## src/dbt_defines.svh

```systemverilog
`ifndef DBT_DEFINES_SVH
`define DBT_DEFINES_SVH
// register indexes; byte address is four times the index
`define DBT_IDX_CONTROL 16'hfe18
`define DBT_IDX_PRESCALE 16'hfe19
`define DBT_IDX_LOW_COUNT 16'hfe1a
`define DBT_IDX_HIGH_COUNT 16'hfe1b
`define DBT_IDX_LOW_MATCH 16'hfe1c
`define DBT_IDX_HIGH_MATCH 16'hfe1d
`define DBT_IDX_EVENT_SEL 16'hfe1e
`define DBT_RESET_BYTE 8'h00
`define DBT_FULL_MATCH 8'hff
`define DBT_BIT_HIGH_FLAG 3
`define DBT_BIT_LOW_FLAG 1
`define DBT_BIT_EVENT_SEL 0
`define DBT_CLK_PERIOD_NS 5
`define DBT_AXI_OKAY 2'h0
`define DBT_AXI_SLVERR 2'h2
`endif

```

## src/dbt_pkg.sv

```systemverilog
package dbt_pkg;
  typedef struct packed {
    logic high_half_run;
    logic low_half_run;
    logic cascade_select;
    logic output_mode_select;
    logic high_match_flag;
    logic high_irq_enable;
    logic low_match_flag;
    logic low_irq_enable;
  } dbt_control_type;

  typedef struct packed {
    logic high_prescale_enable;
    logic [2:0] high_prescale_code;
    logic low_prescale_enable;
    logic [2:0] low_prescale_code;
  } dbt_prescale_type;

  typedef enum logic [1:0] {
    DBT_MODE_SPLIT_TOGGLE,
    DBT_MODE_SPLIT_PWM,
    DBT_MODE_LONG_TOGGLE,
    DBT_MODE_LONG_PWM
  } dbt_mode_type;
endpackage

```

## src/dbt_timer.sv

```systemverilog
`timescale 1ns/1ps
`include "dbt_defines.svh"
module dbt_timer #(
  parameter int ADDR_W = 18
) (
  // clock and reset
  input wire logic CLK,
  input wire logic RST_N,
  // axi4-lite write address and data
  input wire logic [ADDR_W-1:0] S_AXI_AWADDR,
  input wire logic [2:0] S_AXI_AWPROT,
  input wire logic S_AXI_AWVALID,
  output logic S_AXI_AWREADY,
  input wire logic [31:0] S_AXI_WDATA,
  input wire logic [3:0] S_AXI_WSTRB,
  input wire logic S_AXI_WVALID,
  output logic S_AXI_WREADY,
  // axi4-lite write response
  output logic [1:0] S_AXI_BRESP,
  output logic S_AXI_BVALID,
  input wire logic S_AXI_BREADY,
  // axi4-lite read
  input wire logic [ADDR_W-1:0] S_AXI_ARADDR,
  input wire logic [2:0] S_AXI_ARPROT,
  input wire logic S_AXI_ARVALID,
  output logic S_AXI_ARREADY,
  output logic [31:0] S_AXI_RDATA,
  output logic [1:0] S_AXI_RRESP,
  output logic S_AXI_RVALID,
  input wire logic S_AXI_RREADY,
  // external event and waveforms
  input wire logic EVENT_IN,
  output logic LOW_WAVE_OUTPUT,
  output logic HIGH_WAVE_OUTPUT,
  output logic IRQ_REQUEST
);
  dbt_pkg::dbt_control_type ctrl_reg;
  dbt_pkg::dbt_prescale_type presc_reg;
  dbt_pkg::dbt_mode_type mode;
  logic [7:0] match_reg [2];
  logic [7:0] buf_reg [2];
  logic [7:0] cnt_reg [2];
  logic [7:0] cnt_next [2];
  logic [7:0] pcnt_reg [2];
  logic [7:0] pdiv_reg [2];
  logic [7:0] pdiv_next [2];
  logic wave_reg [2];
  logic run [2];
  logic src [2];
  logic ptick [2];
  logic match_ev [2];
  logic ovf_ev [2];
  logic zero_ev [2];
  logic clr_on_match [2];
  logic pwm_out [2];
  logic event_sel_reg;
  logic div2_reg;
  logic ev_meta_reg, ev_sync_reg, ev_last_reg;
  logic ev_edge;
  logic aw_full_reg, w_full_reg;
  logic [15:0] aw_idx_reg;
  logic [7:0] w_data_reg;
  logic w_strb_reg;
  logic do_write;
  logic aw_hit;

  // terminal prescaler count: code n divides by 2^(n+1)
  function automatic logic [7:0] div_term(input logic en,
                                          input logic [2:0] code);
    logic [8:0] d;
    d = 9'h002 << code;
    div_term = en ? 8'(d - 9'h001) : 8'h00;
  endfunction

  function automatic logic idx_ok(input logic [15:0] idx);
    idx_ok = (idx >= `DBT_IDX_CONTROL) && (idx <= `DBT_IDX_EVENT_SEL);
  endfunction

  assign mode = dbt_pkg::dbt_mode_type'({ctrl_reg.cascade_select,
                                         ctrl_reg.output_mode_select});
  assign run[0] = ctrl_reg.low_half_run;
  assign run[1] = ctrl_reg.high_half_run;
  assign pdiv_next[0] = div_term(presc_reg.low_prescale_enable,
                                 presc_reg.low_prescale_code);
  assign pdiv_next[1] = div_term(presc_reg.high_prescale_enable,
                                 presc_reg.high_prescale_code);
  // low counter clears on match in modes 0 and 2, high in all but mode 1
  assign clr_on_match[0] = !ctrl_reg.output_mode_select;
  assign clr_on_match[1] = (mode != dbt_pkg::DBT_MODE_SPLIT_PWM);
  assign pwm_out[0] = ctrl_reg.output_mode_select;
  assign pwm_out[1] = (mode == dbt_pkg::DBT_MODE_SPLIT_PWM);

  // event pin: two flops, then edge detect on the synchronised copy
  always_ff @(posedge CLK or negedge RST_N) begin
    if (!RST_N) begin
      ev_meta_reg <= 1'b0;
      ev_sync_reg <= 1'b0;
      ev_last_reg <= 1'b0;
    end else begin
      ev_meta_reg <= EVENT_IN;
      ev_sync_reg <= ev_meta_reg;
      ev_last_reg <= ev_sync_reg;
    end
  end
  assign ev_edge = ev_sync_reg && !ev_last_reg;

  // half-rate enable for the 2-cycle count sources
  always_ff @(posedge CLK or negedge RST_N) begin
    if (!RST_N) begin
      div2_reg <= 1'b0;
    end else begin
      div2_reg <= !div2_reg;
    end
  end

  // source selection and tick chain; the high half in mode 2 and 3
  // sees the low events in the same cycle, so no extra latency
  always_comb begin
    if (ctrl_reg.output_mode_select) begin
      src[0] = 1'b1;
    end else begin
      src[0] = event_sel_reg ? ev_edge : div2_reg;
    end
    ptick[0] = run[0] && src[0] && (pcnt_reg[0] == pdiv_reg[0]);
    match_ev[0] = ptick[0] && (cnt_reg[0] == buf_reg[0]);
    cnt_next[0] = (match_ev[0] && clr_on_match[0]) ? 8'h00
                  : 8'(cnt_reg[0] + 8'h01);
    ovf_ev[0] = ptick[0] && !(match_ev[0] && clr_on_match[0])
                && (cnt_reg[0] == 8'hff);
    zero_ev[0] = ptick[0] && (cnt_next[0] == 8'h00);
    case (mode)
      dbt_pkg::DBT_MODE_SPLIT_TOGGLE: src[1] = div2_reg;
      dbt_pkg::DBT_MODE_SPLIT_PWM: src[1] = 1'b1;
      dbt_pkg::DBT_MODE_LONG_TOGGLE: src[1] = match_ev[0];
      dbt_pkg::DBT_MODE_LONG_PWM: src[1] = ovf_ev[0];
      default: src[1] = 1'b0;
    endcase
    ptick[1] = run[1] && src[1] && (pcnt_reg[1] == pdiv_reg[1]);
    match_ev[1] = ptick[1] && (cnt_reg[1] == buf_reg[1]);
    cnt_next[1] = (match_ev[1] && clr_on_match[1]) ? 8'h00
                  : 8'(cnt_reg[1] + 8'h01);
    ovf_ev[1] = ptick[1] && !(match_ev[1] && clr_on_match[1])
                && (cnt_reg[1] == 8'hff);
    zero_ev[1] = ptick[1] && (cnt_next[1] == 8'h00);
  end

  // counters, prescalers and match buffers for both halves
  always_ff @(posedge CLK or negedge RST_N) begin
    if (!RST_N) begin
      for (int h = 0; h < 2; h++) begin
        cnt_reg[h] <= `DBT_RESET_BYTE;
        pcnt_reg[h] <= `DBT_RESET_BYTE;
        pdiv_reg[h] <= `DBT_RESET_BYTE;
        buf_reg[h] <= `DBT_RESET_BYTE;
      end
    end else begin
      for (int h = 0; h < 2; h++) begin
        if (!run[h]) begin
          cnt_reg[h] <= 8'h00;
          pcnt_reg[h] <= 8'h00;
          buf_reg[h] <= match_reg[h];
          pdiv_reg[h] <= pdiv_next[h];
        end else begin
          if (src[h]) begin
            pcnt_reg[h] <= ptick[h] ? 8'h00 : 8'(pcnt_reg[h] + 8'h01);
          end
          if (ptick[h]) begin
            cnt_reg[h] <= cnt_next[h];
          end
          // new match value and divider take hold together at zero
          if (zero_ev[h]) begin
            buf_reg[h] <= match_reg[h];
            pdiv_reg[h] <= pdiv_next[h];
          end
        end
      end
    end
  end

  // waveform outputs
  always_ff @(posedge CLK or negedge RST_N) begin
    if (!RST_N) begin
      wave_reg[0] <= 1'b1;
      wave_reg[1] <= 1'b1;
    end else begin
      for (int h = 0; h < 2; h++) begin
        if (!run[h]) begin
          wave_reg[h] <= 1'b1;
        end else if (match_reg[h] == `DBT_FULL_MATCH) begin
          wave_reg[h] <= 1'b0;
        end else if (pwm_out[h]) begin
          if (match_ev[h]) begin
            wave_reg[h] <= 1'b1;
          end else if (ovf_ev[h]) begin
            wave_reg[h] <= 1'b0;
          end
        end else if (match_ev[h]) begin
          wave_reg[h] <= !wave_reg[h];
        end
      end
    end
  end
  assign LOW_WAVE_OUTPUT = wave_reg[0];
  assign HIGH_WAVE_OUTPUT = wave_reg[1];

  // a flag event in the cycle of a clearing write still sets the flag
  always_ff @(posedge CLK or negedge RST_N) begin
    if (!RST_N) begin
      ctrl_reg <= dbt_pkg::dbt_control_type'(`DBT_RESET_BYTE);
      presc_reg <= dbt_pkg::dbt_prescale_type'(`DBT_RESET_BYTE);
      match_reg[0] <= `DBT_RESET_BYTE;
      match_reg[1] <= `DBT_RESET_BYTE;
      event_sel_reg <= 1'b0;
    end else begin
      if (do_write && aw_idx_reg == `DBT_IDX_CONTROL) begin
        ctrl_reg <= dbt_pkg::dbt_control_type'(w_data_reg);
        ctrl_reg.high_match_flag <= zero_ev[1] || (ctrl_reg.high_match_flag
          && w_data_reg[`DBT_BIT_HIGH_FLAG]);
        ctrl_reg.low_match_flag <= zero_ev[0] || (ctrl_reg.low_match_flag
          && w_data_reg[`DBT_BIT_LOW_FLAG]);
      end else begin
        if (zero_ev[1]) begin
          ctrl_reg.high_match_flag <= 1'b1;
        end
        if (zero_ev[0]) begin
          ctrl_reg.low_match_flag <= 1'b1;
        end
      end
      if (do_write && aw_idx_reg == `DBT_IDX_PRESCALE) begin
        presc_reg <= dbt_pkg::dbt_prescale_type'(w_data_reg);
      end
      if (do_write && aw_idx_reg == `DBT_IDX_LOW_MATCH) begin
        match_reg[0] <= w_data_reg;
      end
      if (do_write && aw_idx_reg == `DBT_IDX_HIGH_MATCH) begin
        match_reg[1] <= w_data_reg;
      end
      if (do_write && aw_idx_reg == `DBT_IDX_EVENT_SEL) begin
        event_sel_reg <= w_data_reg[`DBT_BIT_EVENT_SEL];
      end
    end
  end

  assign IRQ_REQUEST = (ctrl_reg.high_match_flag
                        && ctrl_reg.high_irq_enable)
                       || (ctrl_reg.low_match_flag
                           && ctrl_reg.low_irq_enable);

  // axi write path: address and data are held until both are present
  assign S_AXI_AWREADY = !aw_full_reg && !S_AXI_BVALID;
  assign S_AXI_WREADY = !w_full_reg && !S_AXI_BVALID;
  assign do_write = aw_full_reg && w_full_reg && !S_AXI_BVALID
                    && w_strb_reg;
  assign aw_hit = idx_ok(aw_idx_reg);

  always_ff @(posedge CLK or negedge RST_N) begin
    if (!RST_N) begin
      aw_full_reg <= 1'b0;
      w_full_reg <= 1'b0;
      aw_idx_reg <= 16'h0000;
      w_data_reg <= 8'h00;
      w_strb_reg <= 1'b0;
      S_AXI_BVALID <= 1'b0;
      S_AXI_BRESP <= `DBT_AXI_OKAY;
    end else begin
      if (S_AXI_AWVALID && S_AXI_AWREADY) begin
        aw_full_reg <= 1'b1;
        aw_idx_reg <= S_AXI_AWADDR[17:2];
      end
      if (S_AXI_WVALID && S_AXI_WREADY) begin
        w_full_reg <= 1'b1;
        w_data_reg <= S_AXI_WDATA[7:0];
        w_strb_reg <= S_AXI_WSTRB[0];
      end
      if (aw_full_reg && w_full_reg && !S_AXI_BVALID) begin
        aw_full_reg <= 1'b0;
        w_full_reg <= 1'b0;
        S_AXI_BVALID <= 1'b1;
        S_AXI_BRESP <= aw_hit ? `DBT_AXI_OKAY : `DBT_AXI_SLVERR;
      end else if (S_AXI_BVALID && S_AXI_BREADY) begin
        S_AXI_BVALID <= 1'b0;
      end
    end
  end

  // axi read path: one read in flight, data registered
  assign S_AXI_ARREADY = !S_AXI_RVALID;
  always_ff @(posedge CLK or negedge RST_N) begin
    if (!RST_N) begin
      S_AXI_RVALID <= 1'b0;
      S_AXI_RDATA <= 32'h0000_0000;
      S_AXI_RRESP <= `DBT_AXI_OKAY;
    end else if (S_AXI_ARVALID && S_AXI_ARREADY) begin
      S_AXI_RVALID <= 1'b1;
      S_AXI_RRESP <= `DBT_AXI_OKAY;
      case (S_AXI_ARADDR[17:2])
        `DBT_IDX_CONTROL: S_AXI_RDATA <= {24'h000000, ctrl_reg};
        `DBT_IDX_PRESCALE: S_AXI_RDATA <= {24'h000000, presc_reg};
        `DBT_IDX_LOW_COUNT: S_AXI_RDATA <= {24'h000000, cnt_reg[0]};
        `DBT_IDX_HIGH_COUNT: S_AXI_RDATA <= {24'h000000, cnt_reg[1]};
        `DBT_IDX_LOW_MATCH: S_AXI_RDATA <= {24'h000000, match_reg[0]};
        `DBT_IDX_HIGH_MATCH: S_AXI_RDATA <= {24'h000000, match_reg[1]};
        `DBT_IDX_EVENT_SEL: S_AXI_RDATA <= {31'h00000000, event_sel_reg};
        default: begin
          S_AXI_RDATA <= 32'h0000_0000;
          S_AXI_RRESP <= `DBT_AXI_SLVERR;
        end
      endcase
    end else if (S_AXI_RVALID && S_AXI_RREADY) begin
      S_AXI_RVALID <= 1'b0;
    end
  end

  a_stop_holds_low: assert property (
    @(posedge CLK) disable iff (!RST_N)
    !run[0] |=> cnt_reg[0] == 8'h00 && buf_reg[0] == $past(match_reg[0])
  ) else $error("stopped low half not held");
  a_stop_holds_high: assert property (
    @(posedge CLK) disable iff (!RST_N)
    !run[1] |=> cnt_reg[1] == 8'h00 && buf_reg[1] == $past(match_reg[1])
  ) else $error("stopped high half not held");
  a_high_flag_set: assert property (
    @(posedge CLK) disable iff (!RST_N)
    zero_ev[1] |=> ctrl_reg.high_match_flag
      && (IRQ_REQUEST || !ctrl_reg.high_irq_enable)
  ) else $error("high flag or request missing");
  a_low_flag_set: assert property (
    @(posedge CLK) disable iff (!RST_N)
    zero_ev[0] |=> ctrl_reg.low_match_flag
      && (IRQ_REQUEST || !ctrl_reg.low_irq_enable)
  ) else $error("low flag or request missing");
  a_low_irq_level: assert property (
    @(posedge CLK) disable iff (!RST_N)
    ctrl_reg.low_match_flag && ctrl_reg.low_irq_enable |-> IRQ_REQUEST
  ) else $error("low interrupt request missing");
  a_toggle_on_match: assert property (
    @(posedge CLK) disable iff (!RST_N)
    match_ev[0] && !pwm_out[0] && match_reg[0] != 8'hff
      |=> wave_reg[0] != $past(wave_reg[0]) || !run[0]
      || match_reg[0] == 8'hff
  ) else $error("low toggle missed a match");
  a_pwm_overflow_clear: assert property (
    @(posedge CLK) disable iff (!RST_N)
    ovf_ev[0] && pwm_out[0] && !match_ev[0] && match_reg[0] != 8'hff
      |=> !wave_reg[0] || !run[0]
  ) else $error("pwm not cleared on overflow");
  a_pwm_match_set: assert property (
    @(posedge CLK) disable iff (!RST_N)
    match_ev[0] && pwm_out[0] && match_reg[0] != 8'hff |=> wave_reg[0]
  ) else $error("pwm not set on match");
  a_full_match_low: assert property (
    @(posedge CLK) disable iff (!RST_N)
    run[0] && match_reg[0] == 8'hff |=> !LOW_WAVE_OUTPUT
  ) else $error("low output not forced low");
  a_match_clears_count: assert property (
    @(posedge CLK) disable iff (!RST_N)
    match_ev[1] && clr_on_match[1] |=> cnt_reg[1] == 8'h00
  ) else $error("high counter not cleared on match");
  a_low_counts_tick: assert property (
    @(posedge CLK) disable iff (!RST_N)
    ptick[0] && !match_ev[0] |=> cnt_reg[0] == 8'($past(cnt_reg[0]) + 8'h01)
  ) else $error("low counter missed a tick");
  a_divider_hold: assert property (
    @(posedge CLK) disable iff (!RST_N)
    run[0] && !zero_ev[0] ##1 run[0] |-> $stable(pdiv_reg[0])
  ) else $error("prescaler changed outside reload");
  a_low_reload_hold: assert property (
    @(posedge CLK) disable iff (!RST_N)
    run[0] && !zero_ev[0] ##1 run[0] |-> $stable(buf_reg[0])
  ) else $error("low buffer changed outside reload");
  a_high_reload: assert property (
    @(posedge CLK) disable iff (!RST_N)
    zero_ev[1] |=> buf_reg[1] == $past(match_reg[1])
  ) else $error("high buffer not reloaded at zero");
  a_stop_wave_high: assert property (
    @(posedge CLK) disable iff (!RST_N)
    !run[1] ##1 !run[1] |-> HIGH_WAVE_OUTPUT
  ) else $error("stopped high output not high");
  a_event_edge_tick: assert property (
    @(posedge CLK) disable iff (!RST_N)
    $rose(EVENT_IN) ##1 EVENT_IN |=> ev_edge
  ) else $error("event edge not seen after sync");
  a_write_answer: assert property (
    @(posedge CLK) disable iff (!RST_N)
    aw_full_reg && w_full_reg && !S_AXI_BVALID |=> S_AXI_BVALID
  ) else $error("write response late");
  a_read_answer: assert property (
    @(posedge CLK) disable iff (!RST_N)
    S_AXI_ARVALID && S_AXI_ARREADY |=> S_AXI_RVALID
  ) else $error("read response late");
endmodule

```

## config.mk

```make
export PLATFORM = sky130hd
export DESIGN_NAME = dbt_timer
export DESIGN_NICKNAME = d
export VERILOG_FILES = /design/src/dbt_pkg.sv /design/src/dbt_timer.sv
export VERILOG_INCLUDE_DIRS = /design/src
export SDC_FILE = /design/constraint.sdc
export NUM_CORES = 1
export LEC_CHECK = 0
export BUFFER_PORTS_ARGS = -buffer_cell sky130_fd_sc_hd__buf_2
export CORE_AREA = 2 2 143 110
export CTS_CLUSTER_DIAMETER = 60
export DETAILED_ROUTE_END_ITERATION = 16
export DIE_AREA = 0 0 145 112
export GPL_ROUTABILITY_DRIVEN = 0
export HOLD_SLACK_MARGIN = 0.05
export MAX_ROUTING_LAYER = met4
export PLACE_DENSITY = 0.79
export SYNTH_ARGS = -nofsm -noshare
export SYNTH_HDL_FRONTEND = slang
export SYNTH_SLANG_ARGS = --single-unit
```

## constraint.sdc

```tcl
create_clock -name CLK -period 2.79 [get_ports CLK]
set_input_delay 0.6975 -clock CLK [delete_from_list [all_inputs] [get_ports CLK]]
set_output_delay 0.6975 -clock CLK [all_outputs]
set_load 0.01 [all_outputs]
```

## Yosys cells after proc, flatten, opt, wreduce, memory -nomap -nowiden

Cells that the tools add are included.
W data, S select, Z words.

- Word-level logic and storage cells: 196
- Output and inout port bits: 44
- Input bits: 86
- Register bits after elaboration: 168

- $lt $le $gt $ge: 2
- Equal/unequal tests: 34
- Mux-type cells: 52
- Shift-type cells: 2
- Add/sub/neg operators: 6
- Reductions and logical operators: 61

Operator list:

| cell | number |
|---|---|
| $eq A16 B16 Y1 const B | 12 |
| $mux W8 | 22 |
| $pmux W8 S7 | 1 |
| $logic_and A1 B1 Y1 | 35 |
| $add A8 B1 Y8 const B | 4 |
| $eq A8 B8 Y1 | 4 |
| $eq A8 B8 Y1 const B | 4 |
| $mux W1 | 26 |
| $ge A16 B16 Y1 const B | 1 |
| $le A16 B16 Y1 const B | 1 |
| $logic_not A8 Y1 | 2 |
| $shl A2 B3 Y8 const A | 2 |
| $sub A8 B1 Y8 const B | 2 |
| $ne A4 B1 Y1 const B | 3 |
| $reduce_bool A2 Y1 | 6 |
| $logic_not A1 Y1 | 11 |
| $ne A2 B1 Y1 const B | 5 |
| $reduce_or A7 Y1 | 1 |
| $eq A2 B2 Y1 const B | 2 |
| $mux W2 | 2 |
| $ne A2 B2 Y1 const B | 2 |
| $ne A4 B2 Y1 const B | 1 |
| $pmux W1 S4 | 1 |
| $reduce_and A2 Y1 | 2 |
| 3 further kinds | 5 |

## Logic depth before layout (Yosys ltp)

- Depth after elaboration: 24
- Mapped depth: 10
- Depth with buffers taken out: 8

## Least setup slack after synthesis

Ideal clock, no wire load.

- Path type: reg2reg
- Start point: register cnt_reg[8] (netlist bit)
- End point: register buf_reg[3] (netlist bit)
- Buffers on the path: 1
- Data required time: 2.663 ns
- Setup time: 0.127 ns
- Data arrival time: 2.356 ns
- Cell stages (with the launch flop): 10
- Slack: 0.307 ns
- Clock period less this slack: 2.483 ns
- Cells stage by stage: dfrtp_1 > ha_1 > nand2_1 > nor3_2 > a2bb2oi_1 > o2111ai_4 > o21bai_4 > nand2_4 > buf_8 > mux2_1

- Cells in the longest elaborated chain, start to end: 15
- Elaborated cells between the ends (all ways): 16
- Those cells by class: 3 x eq/ne; 2 x mux; 11 x reduce/logical

RTL lines:

| item | RTL line | RTL |
|---|---|---|
| from (decl) | dbt_timer.sv:42 | `logic [7:0] cnt_reg [2];` |
| from (signal, indexed assignment) | dbt_timer.sv:151 | `` cnt_reg[h] <= `DBT_RESET_BYTE; `` |
| from (signal, indexed assignment) | dbt_timer.sv:168 | `cnt_reg[h] <= cnt_next[h];` |
| $eq A8 B8 Y1 | dbt_timer.sv:125 | `match_ev[0] = ptick[0] && (cnt_reg[0] == buf_reg[0]);` |
| $logic_and A1 B1 Y1 | dbt_timer.sv:125 |  |
| $logic_and A1 B1 Y1 | dbt_timer.sv:128 | `ovf_ev[0] = ptick[0] && !(match_ev[0] && clr_on_match[0])` |
| $logic_not A1 Y1 | dbt_timer.sv:128 |  |
| $logic_and A1 B1 Y1 | dbt_timer.sv:128 |  |
| $logic_and A1 B1 Y1 | dbt_timer.sv:129 | `&& (cnt_reg[0] == 8'hff);` |
| $pmux W1 S4 * | dbt_timer.sv:131 | `case (mode)` |
| $logic_and A1 B1 Y1 * (2 in series) | dbt_timer.sv:138 | `ptick[1] = run[1] && src[1] && (pcnt_reg[1] == pdiv_reg[1]);` |
| $logic_and A1 B1 Y1 | dbt_timer.sv:139 | `match_ev[1] = ptick[1] && (cnt_reg[1] == buf_reg[1]);` |
| $logic_and A1 B1 Y1 | dbt_timer.sv:140 | `cnt_next[1] = (match_ev[1] && clr_on_match[1]) ? 8'h00` |
| $mux W8 | dbt_timer.sv:140 |  |
| $logic_not A8 Y1 | dbt_timer.sv:144 | `zero_ev[1] = ptick[1] && (cnt_next[1] == 8'h00);` |
| $logic_and A1 B1 Y1 * | dbt_timer.sv:144 |  |
| $ne A2 B1 Y1 (no source line) * | - |  |
| to (signal, indexed assignment) | dbt_timer.sv:154 | `` buf_reg[h] <= `DBT_RESET_BYTE; `` |
| to (signal, indexed assignment) | dbt_timer.sv:161 | `buf_reg[h] <= match_reg[h];` |
| to (signal, indexed assignment) | dbt_timer.sv:172 | `buf_reg[h] <= match_reg[h];` |
| to (decl) | dbt_timer.sv:41 | `logic [7:0] buf_reg [2];` |

Every way passes the cells marked *; elsewhere a longest branch is shown, timed or not.
A chain may end at the register's enable or synchronous reset.

## Worst setup path in the final report

- Start point: register aw_idx_reg[7]
- End point: register match_reg[3] (netlist bit)

- Cells in the longest elaborated chain, start to end: 2

RTL lines:

| item | RTL line | RTL |
|---|---|---|
| from (decl) | dbt_timer.sv:61 | `logic [15:0] aw_idx_reg;` |
| from (signal assigned) | dbt_timer.sv:268 | `aw_idx_reg <= S_AXI_AWADDR[17:2];` |
| $eq A16 B16 Y1 (no source line) | - |  |
| $logic_and A1 B1 Y1 (no source line) | - |  |
| to (decl) | dbt_timer.sv:40 | `logic [7:0] match_reg [2];` |

No other way between the ends.

==> impl_results.html <==
<table>
<tr><th>Metric</th><th>Value</th></tr>
<tr><th colspan="2">Synthesis</th></tr>
<tr><td>Proportion of netlist area held by the largest area contributor</td><td>0.4799</td></tr>
<tr><td>Most frequently used flop master after synthesis</td><td>dfrtp_1</td></tr>
<tr><td>Number of enable flip-flop cells after synthesis</td><td>0</td></tr>
<tr><td>Post-synthesis sequential area ratio</td><td>0.4871</td></tr>
<tr><td>Number of library cell types mapped by synthesis</td><td>75</td></tr>
<tr><td>Syn. warnings</td><td>0</td></tr>
<tr><td>Post-synthesis cell type with the largest combined area</td><td>dfrtp_1</td></tr>
<tr><td>Async set-or-reset flop fraction in the synthesized netlist</td><td>1.000</td></tr>
<tr><td>Mapped Area</td><td>7300 sq um</td></tr>
<tr><td>Number of flip-flops and latches in the synthesized netlist</td><td>142</td></tr>
<tr><td>Number of instances in the synthesized netlist</td><td>660</td></tr>
<tr><td>Post-Synthesis Mean Instance Area</td><td>11.06 sq um</td></tr>
<tr><td>Largest cells by area after synthesis</td><td>dfrtp_1 (48%), mux2_2 (12%), xnor2_1 (4.1%)</td></tr>
<tr><th colspan="2">Route</th></tr>
<tr><td>Remaining antenna violation count after routing</td><td>0</td></tr>
<tr><td>DRT Pass-1 Iters</td><td>5</td></tr>
<tr><td>Total routed wirelength</td><td>15.97 mm</td></tr>
<tr><td>Met3 Routed Length</td><td>1.163 mm</td></tr>
<tr><td>Uppermost layer routed</td><td>met4</td></tr>
<tr><td>Per-cell via count in the routed design</td><td>5.504</td></tr>
<tr><td>Met2 WL post-DR</td><td>6.827 mm</td></tr>
<tr><td>Met1 routed wirelength after detailed routing</td><td>7.847 mm</td></tr>
<tr><td>Post-detailed-route wirelength per cell</td><td>16.79 um</td></tr>
<tr><td>Vias</td><td>5234</td></tr>
<tr><td>Initial DRC count</td><td>354</td></tr>
<tr><td>Detailed-route DRC error count</td><td>0</td></tr>
<tr><th colspan="2">Final layout</th></tr>
<tr><td>Final core area utilization</td><td>0.5664</td></tr>
<tr><td>Commonest cells after routing, fill and taps aside</td><td>dfrtp_1 (140), mux2_2 (75), buf_2 (65)</td></tr>
<tr><td>Summed area of non-filler cells in the final layout</td><td>8429 sq um</td></tr>
<tr><td>Number of nets in the final layout</td><td>823</td></tr>
<tr><td>Diode insertion count for antenna repair</td><td>0</td></tr>
<tr><td>Final standard cell count with taps included and fillers excluded</td><td>951</td></tr>
<tr><td>Fraction of layout instances using a drive strength above 1</td><td>0.2842</td></tr>
<tr><td>Most frequent standard cell in the layout excluding fill and tap cells</td><td>dfrtp_1</td></tr>
<tr><td>Signed area change from the synthesized netlist to the final layout</td><td>15.48%</td></tr>
<tr><th colspan="2">CTS</th></tr>
<tr><td>Clock tree root driver cell</td><td>clkbuf_16</td></tr>
<tr><td>Max clock buf depth</td><td>2</td></tr>
<tr><td>Clk pin slew, worst setup/hold paths</td><td>70 ps</td></tr>
<tr><td>Clk_lat worst skew</td><td>420 ps</td></tr>
<tr><td>Count of clock tree sinks</td><td>142</td></tr>
<tr><td>CTS H-tree lvls</td><td>4</td></tr>
<tr><td>CTS tree</td><td>yes</td></tr>
<tr><td>CTS Buf Count</td><td>17</td></tr>
<tr><th colspan="2">Floorplan</th></tr>
<tr><td>Std-Cell Rows</td><td>39</td></tr>
<tr><td>Die boundary height</td><td>112 um</td></tr>
<tr><td>Die footprint</td><td>16240 sq um</td></tr>
<tr><td>Initial cell density of the core</td><td>0.4905</td></tr>
<tr><td>Core outline area</td><td>14880 sq um</td></tr>
<tr><td>I/O Pins</td><td>130</td></tr>
<tr><td>Die width</td><td>145 um</td></tr>
<tr><th colspan="2">Place</th></tr>
<tr><td>Cell area after placement</td><td>7825 sq um</td></tr>
<tr><td>Number of buffers added on ports</td><td>66</td></tr>
<tr><td>Number of cells after detailed placement</td><td>919</td></tr>
<tr><td>HPWL after detailed placement</td><td>11.46 mm</td></tr>
<tr><th colspan="2">Pwr</th></tr>
<tr><td>Power Density</td><td>629.8 nW/um^2</td></tr>
<tr><td>Peak ir drop on the vdd network</td><td>0.5844 mV</td></tr>
<tr><td>Static power due to leakage</td><td>3.922 nW</td></tr>
<tr><th colspan="2">Critical path</th></tr>
<tr><td>Kind of cell adding the most delay to the critical path</td><td>simple AND/OR/NAND/NOR gates</td></tr>
<tr><td>Data arrival time at the worst-slack endpoint</td><td>2820 ps</td></tr>
<tr><td>Type of the worst setup path</td><td>reg2reg</td></tr>
<tr><td>Crit path cell chain</td><td>or4b_1, nor4_1, and3b_1, nand3_1, nor2_4, mux2_2</td></tr>
<tr><td>Critical path startpoint category</td><td>flip-flop</td></tr>
<tr><td>Slowest stage delay, CP</td><td>520 ps</td></tr>
<tr><td>Number of buffers and inverters on the critical path</td><td>0</td></tr>
<tr><td>Slowest CP cell</td><td>or4b_1</td></tr>
<tr><td>Crit end category</td><td>flip-flop</td></tr>
<tr><td>Worst EP required</td><td>3090 ps</td></tr>
<tr><td>Maximum net fanout on the critical path</td><td>8</td></tr>
<tr><th colspan="2">Timing</th></tr>
<tr><td>Final Hold Violating Endpoints</td><td>0</td></tr>
<tr><td>Endpoints failing setup</td><td>0</td></tr>
<tr><td>Number of pins with negative max-slew slack in the final report</td><td>0</td></tr>
<tr><td>Max transition margin</td><td>0.5213</td></tr>
<tr><td>Tightest hold margin</td><td>293.7 ps</td></tr>
<tr><td>Slew @ Worst Pin</td><td>718.1 ps</td></tr>
<tr><td>RSZ-0062 raised after global routing</td><td>false</td></tr>
<tr><td>Highest clock rate</td><td>397.3 MHz</td></tr>
<tr><td>Fin crit period</td><td>2517 ps</td></tr>
<tr><td>Clock skew after layout</td><td>10.36 ps</td></tr>
<tr><td>Period utilization</td><td>0.9022</td></tr>
<tr><td>Sum Neg Setup Slack</td><td>0 ps</td></tr>
<tr><th colspan="2">Hold path</th></tr>
<tr><td>Kind of path behind the tightest hold check</td><td>in2async</td></tr>
<tr><th colspan="2">Global route</th></tr>
<tr><td>Final global-route overflow total</td><td>0</td></tr>
<tr><td>GR Util All Layers</td><td>0.2145</td></tr>
<tr><td>Initial antenna violation count</td><td>0</td></tr>
<tr><td>Maximum number of pins on one net before global-route repair</td><td>68</td></tr>
<tr><td>First-pass GRT wire length</td><td>26.78 mm</td></tr>
<tr><td>Via count of the first global-routing pass</td><td>5113</td></tr>
<tr><th colspan="2">Outcome</th></tr>
<tr><td>Result of the run</td><td>finished clean</td></tr>
<tr><th colspan="2">Flow run</th></tr>
<tr><td>Reported max-cap violation count</td><td>0</td></tr>
</table>
-- synth_stat cells, drive strengths merged, types with 3 or more instances --
| cell type | instances |
|---|---|
| clkbuf | 21 |
| a221oi | 5 |
| a31oi | 3 |
| and2 | 8 |
| mux4 | 3 |
| xnor2 | 34 |
| nor2b | 7 |
| nand3 | 17 |
| o211ai | 5 |
| nand2 | 51 |
| dfrtp | 140 |
| ha | 4 |
| inv | 20 |
| a31o | 3 |
| nand4 | 18 |
| nor3b | 3 |
| o21ai | 38 |
| mux2 | 80 |
| o21a | 3 |
| nor3 | 11 |
| or3 | 6 |
| a21oi | 10 |
| mux2i | 20 |
| a21o | 3 |
| a21boi | 4 |
| nor4 | 6 |
| o31a | 3 |
| xor2 | 12 |
| and3 | 7 |
| nor2 | 39 |
| buf | 36 |
-- layer usage --
layer  up-vias  GRT usage
met1      2583     0.3137
li1       2465          -
met3        11    0.05656
met4         0    0.05215
met2       175     0.2971
met5         -          -
-- power by group --
group	leakage (nW)	switching, mW	internal, mW
Sequential	1.89	0.216	2.27
Clock	0.288	0.924	1.36
Combinational	1.74	0.247	0.287
Total	3.92	1.39	3.92
-- worst paths after layout --
kind	from	endpoint	slack, ps	cells after the start
min in group CLK	ev_meta_reg	ev_sync_reg	360	0
worst min register to register	ev_meta_reg	ev_sync_reg	360	0
worst max register to register	aw_idx_reg[7]	match_reg[3]	270	6
worst max-delay path	aw_idx_reg[7]	match_reg[3]	270	6
max in group asynchronous	RST_N	S_AXI_RDATA[2]	1820	2
worst min-delay path	RST_N	w_data_reg[7]	290	1
-- final cells by class --
type / count / area (sq um)
Sequential cell: 142 / 3556
Multi-Input combinational cell: 466 / 3432
Tap cell: 205 / 256.5
Fill cell: 1245 / 6454
Timing Repair Buffer: 86 / 511.7
Inverter: 20 / 75.07
Clock inverter: 13 / 155.1
Clock buffer: 19 / 442.9
-- per-stage QoR --
stage                     setup WS [ps]  total power, mW
after floorplan                   306.5            2.862
after global routing              81.33            5.545
after detailed placement          249.9            3.064
final                             272.8            5.309
after global placement            280.0            3.039
after CTS                         239.4            5.352
-- repair_timing --
item | CTS | global route
setup buffers | 0 | 0
resized for setup | 0 | 1
setup endpoints to repair | 0 | 1
hold buffers | 0 | 0
-- cell families (layout without fill, tap and decap cells) --
| kind of cell | after synthesis | after routing | synth area share |
|---|---|---|---|
| adder cells (fa/ha/maj) | 4 | 4 | 0.006857 |
| buffers and inverters | 77 | 138 | 0.05639 |
| AO/OA/AOI/OAI | 100 | 100 | 0.09599 |
| XOR/XNOR | 46 | 46 | 0.05519 |
| AND/OR/NAND/NOR | 187 | 187 | 0.1378 |
| multiplexers | 103 | 103 | 0.1601 |
| flip-flops | 142 | 142 | 0.4871 |
| other | 1 | 26 | 0.0005137 |
Note: power is estimated with default switching activity, not from simulation.
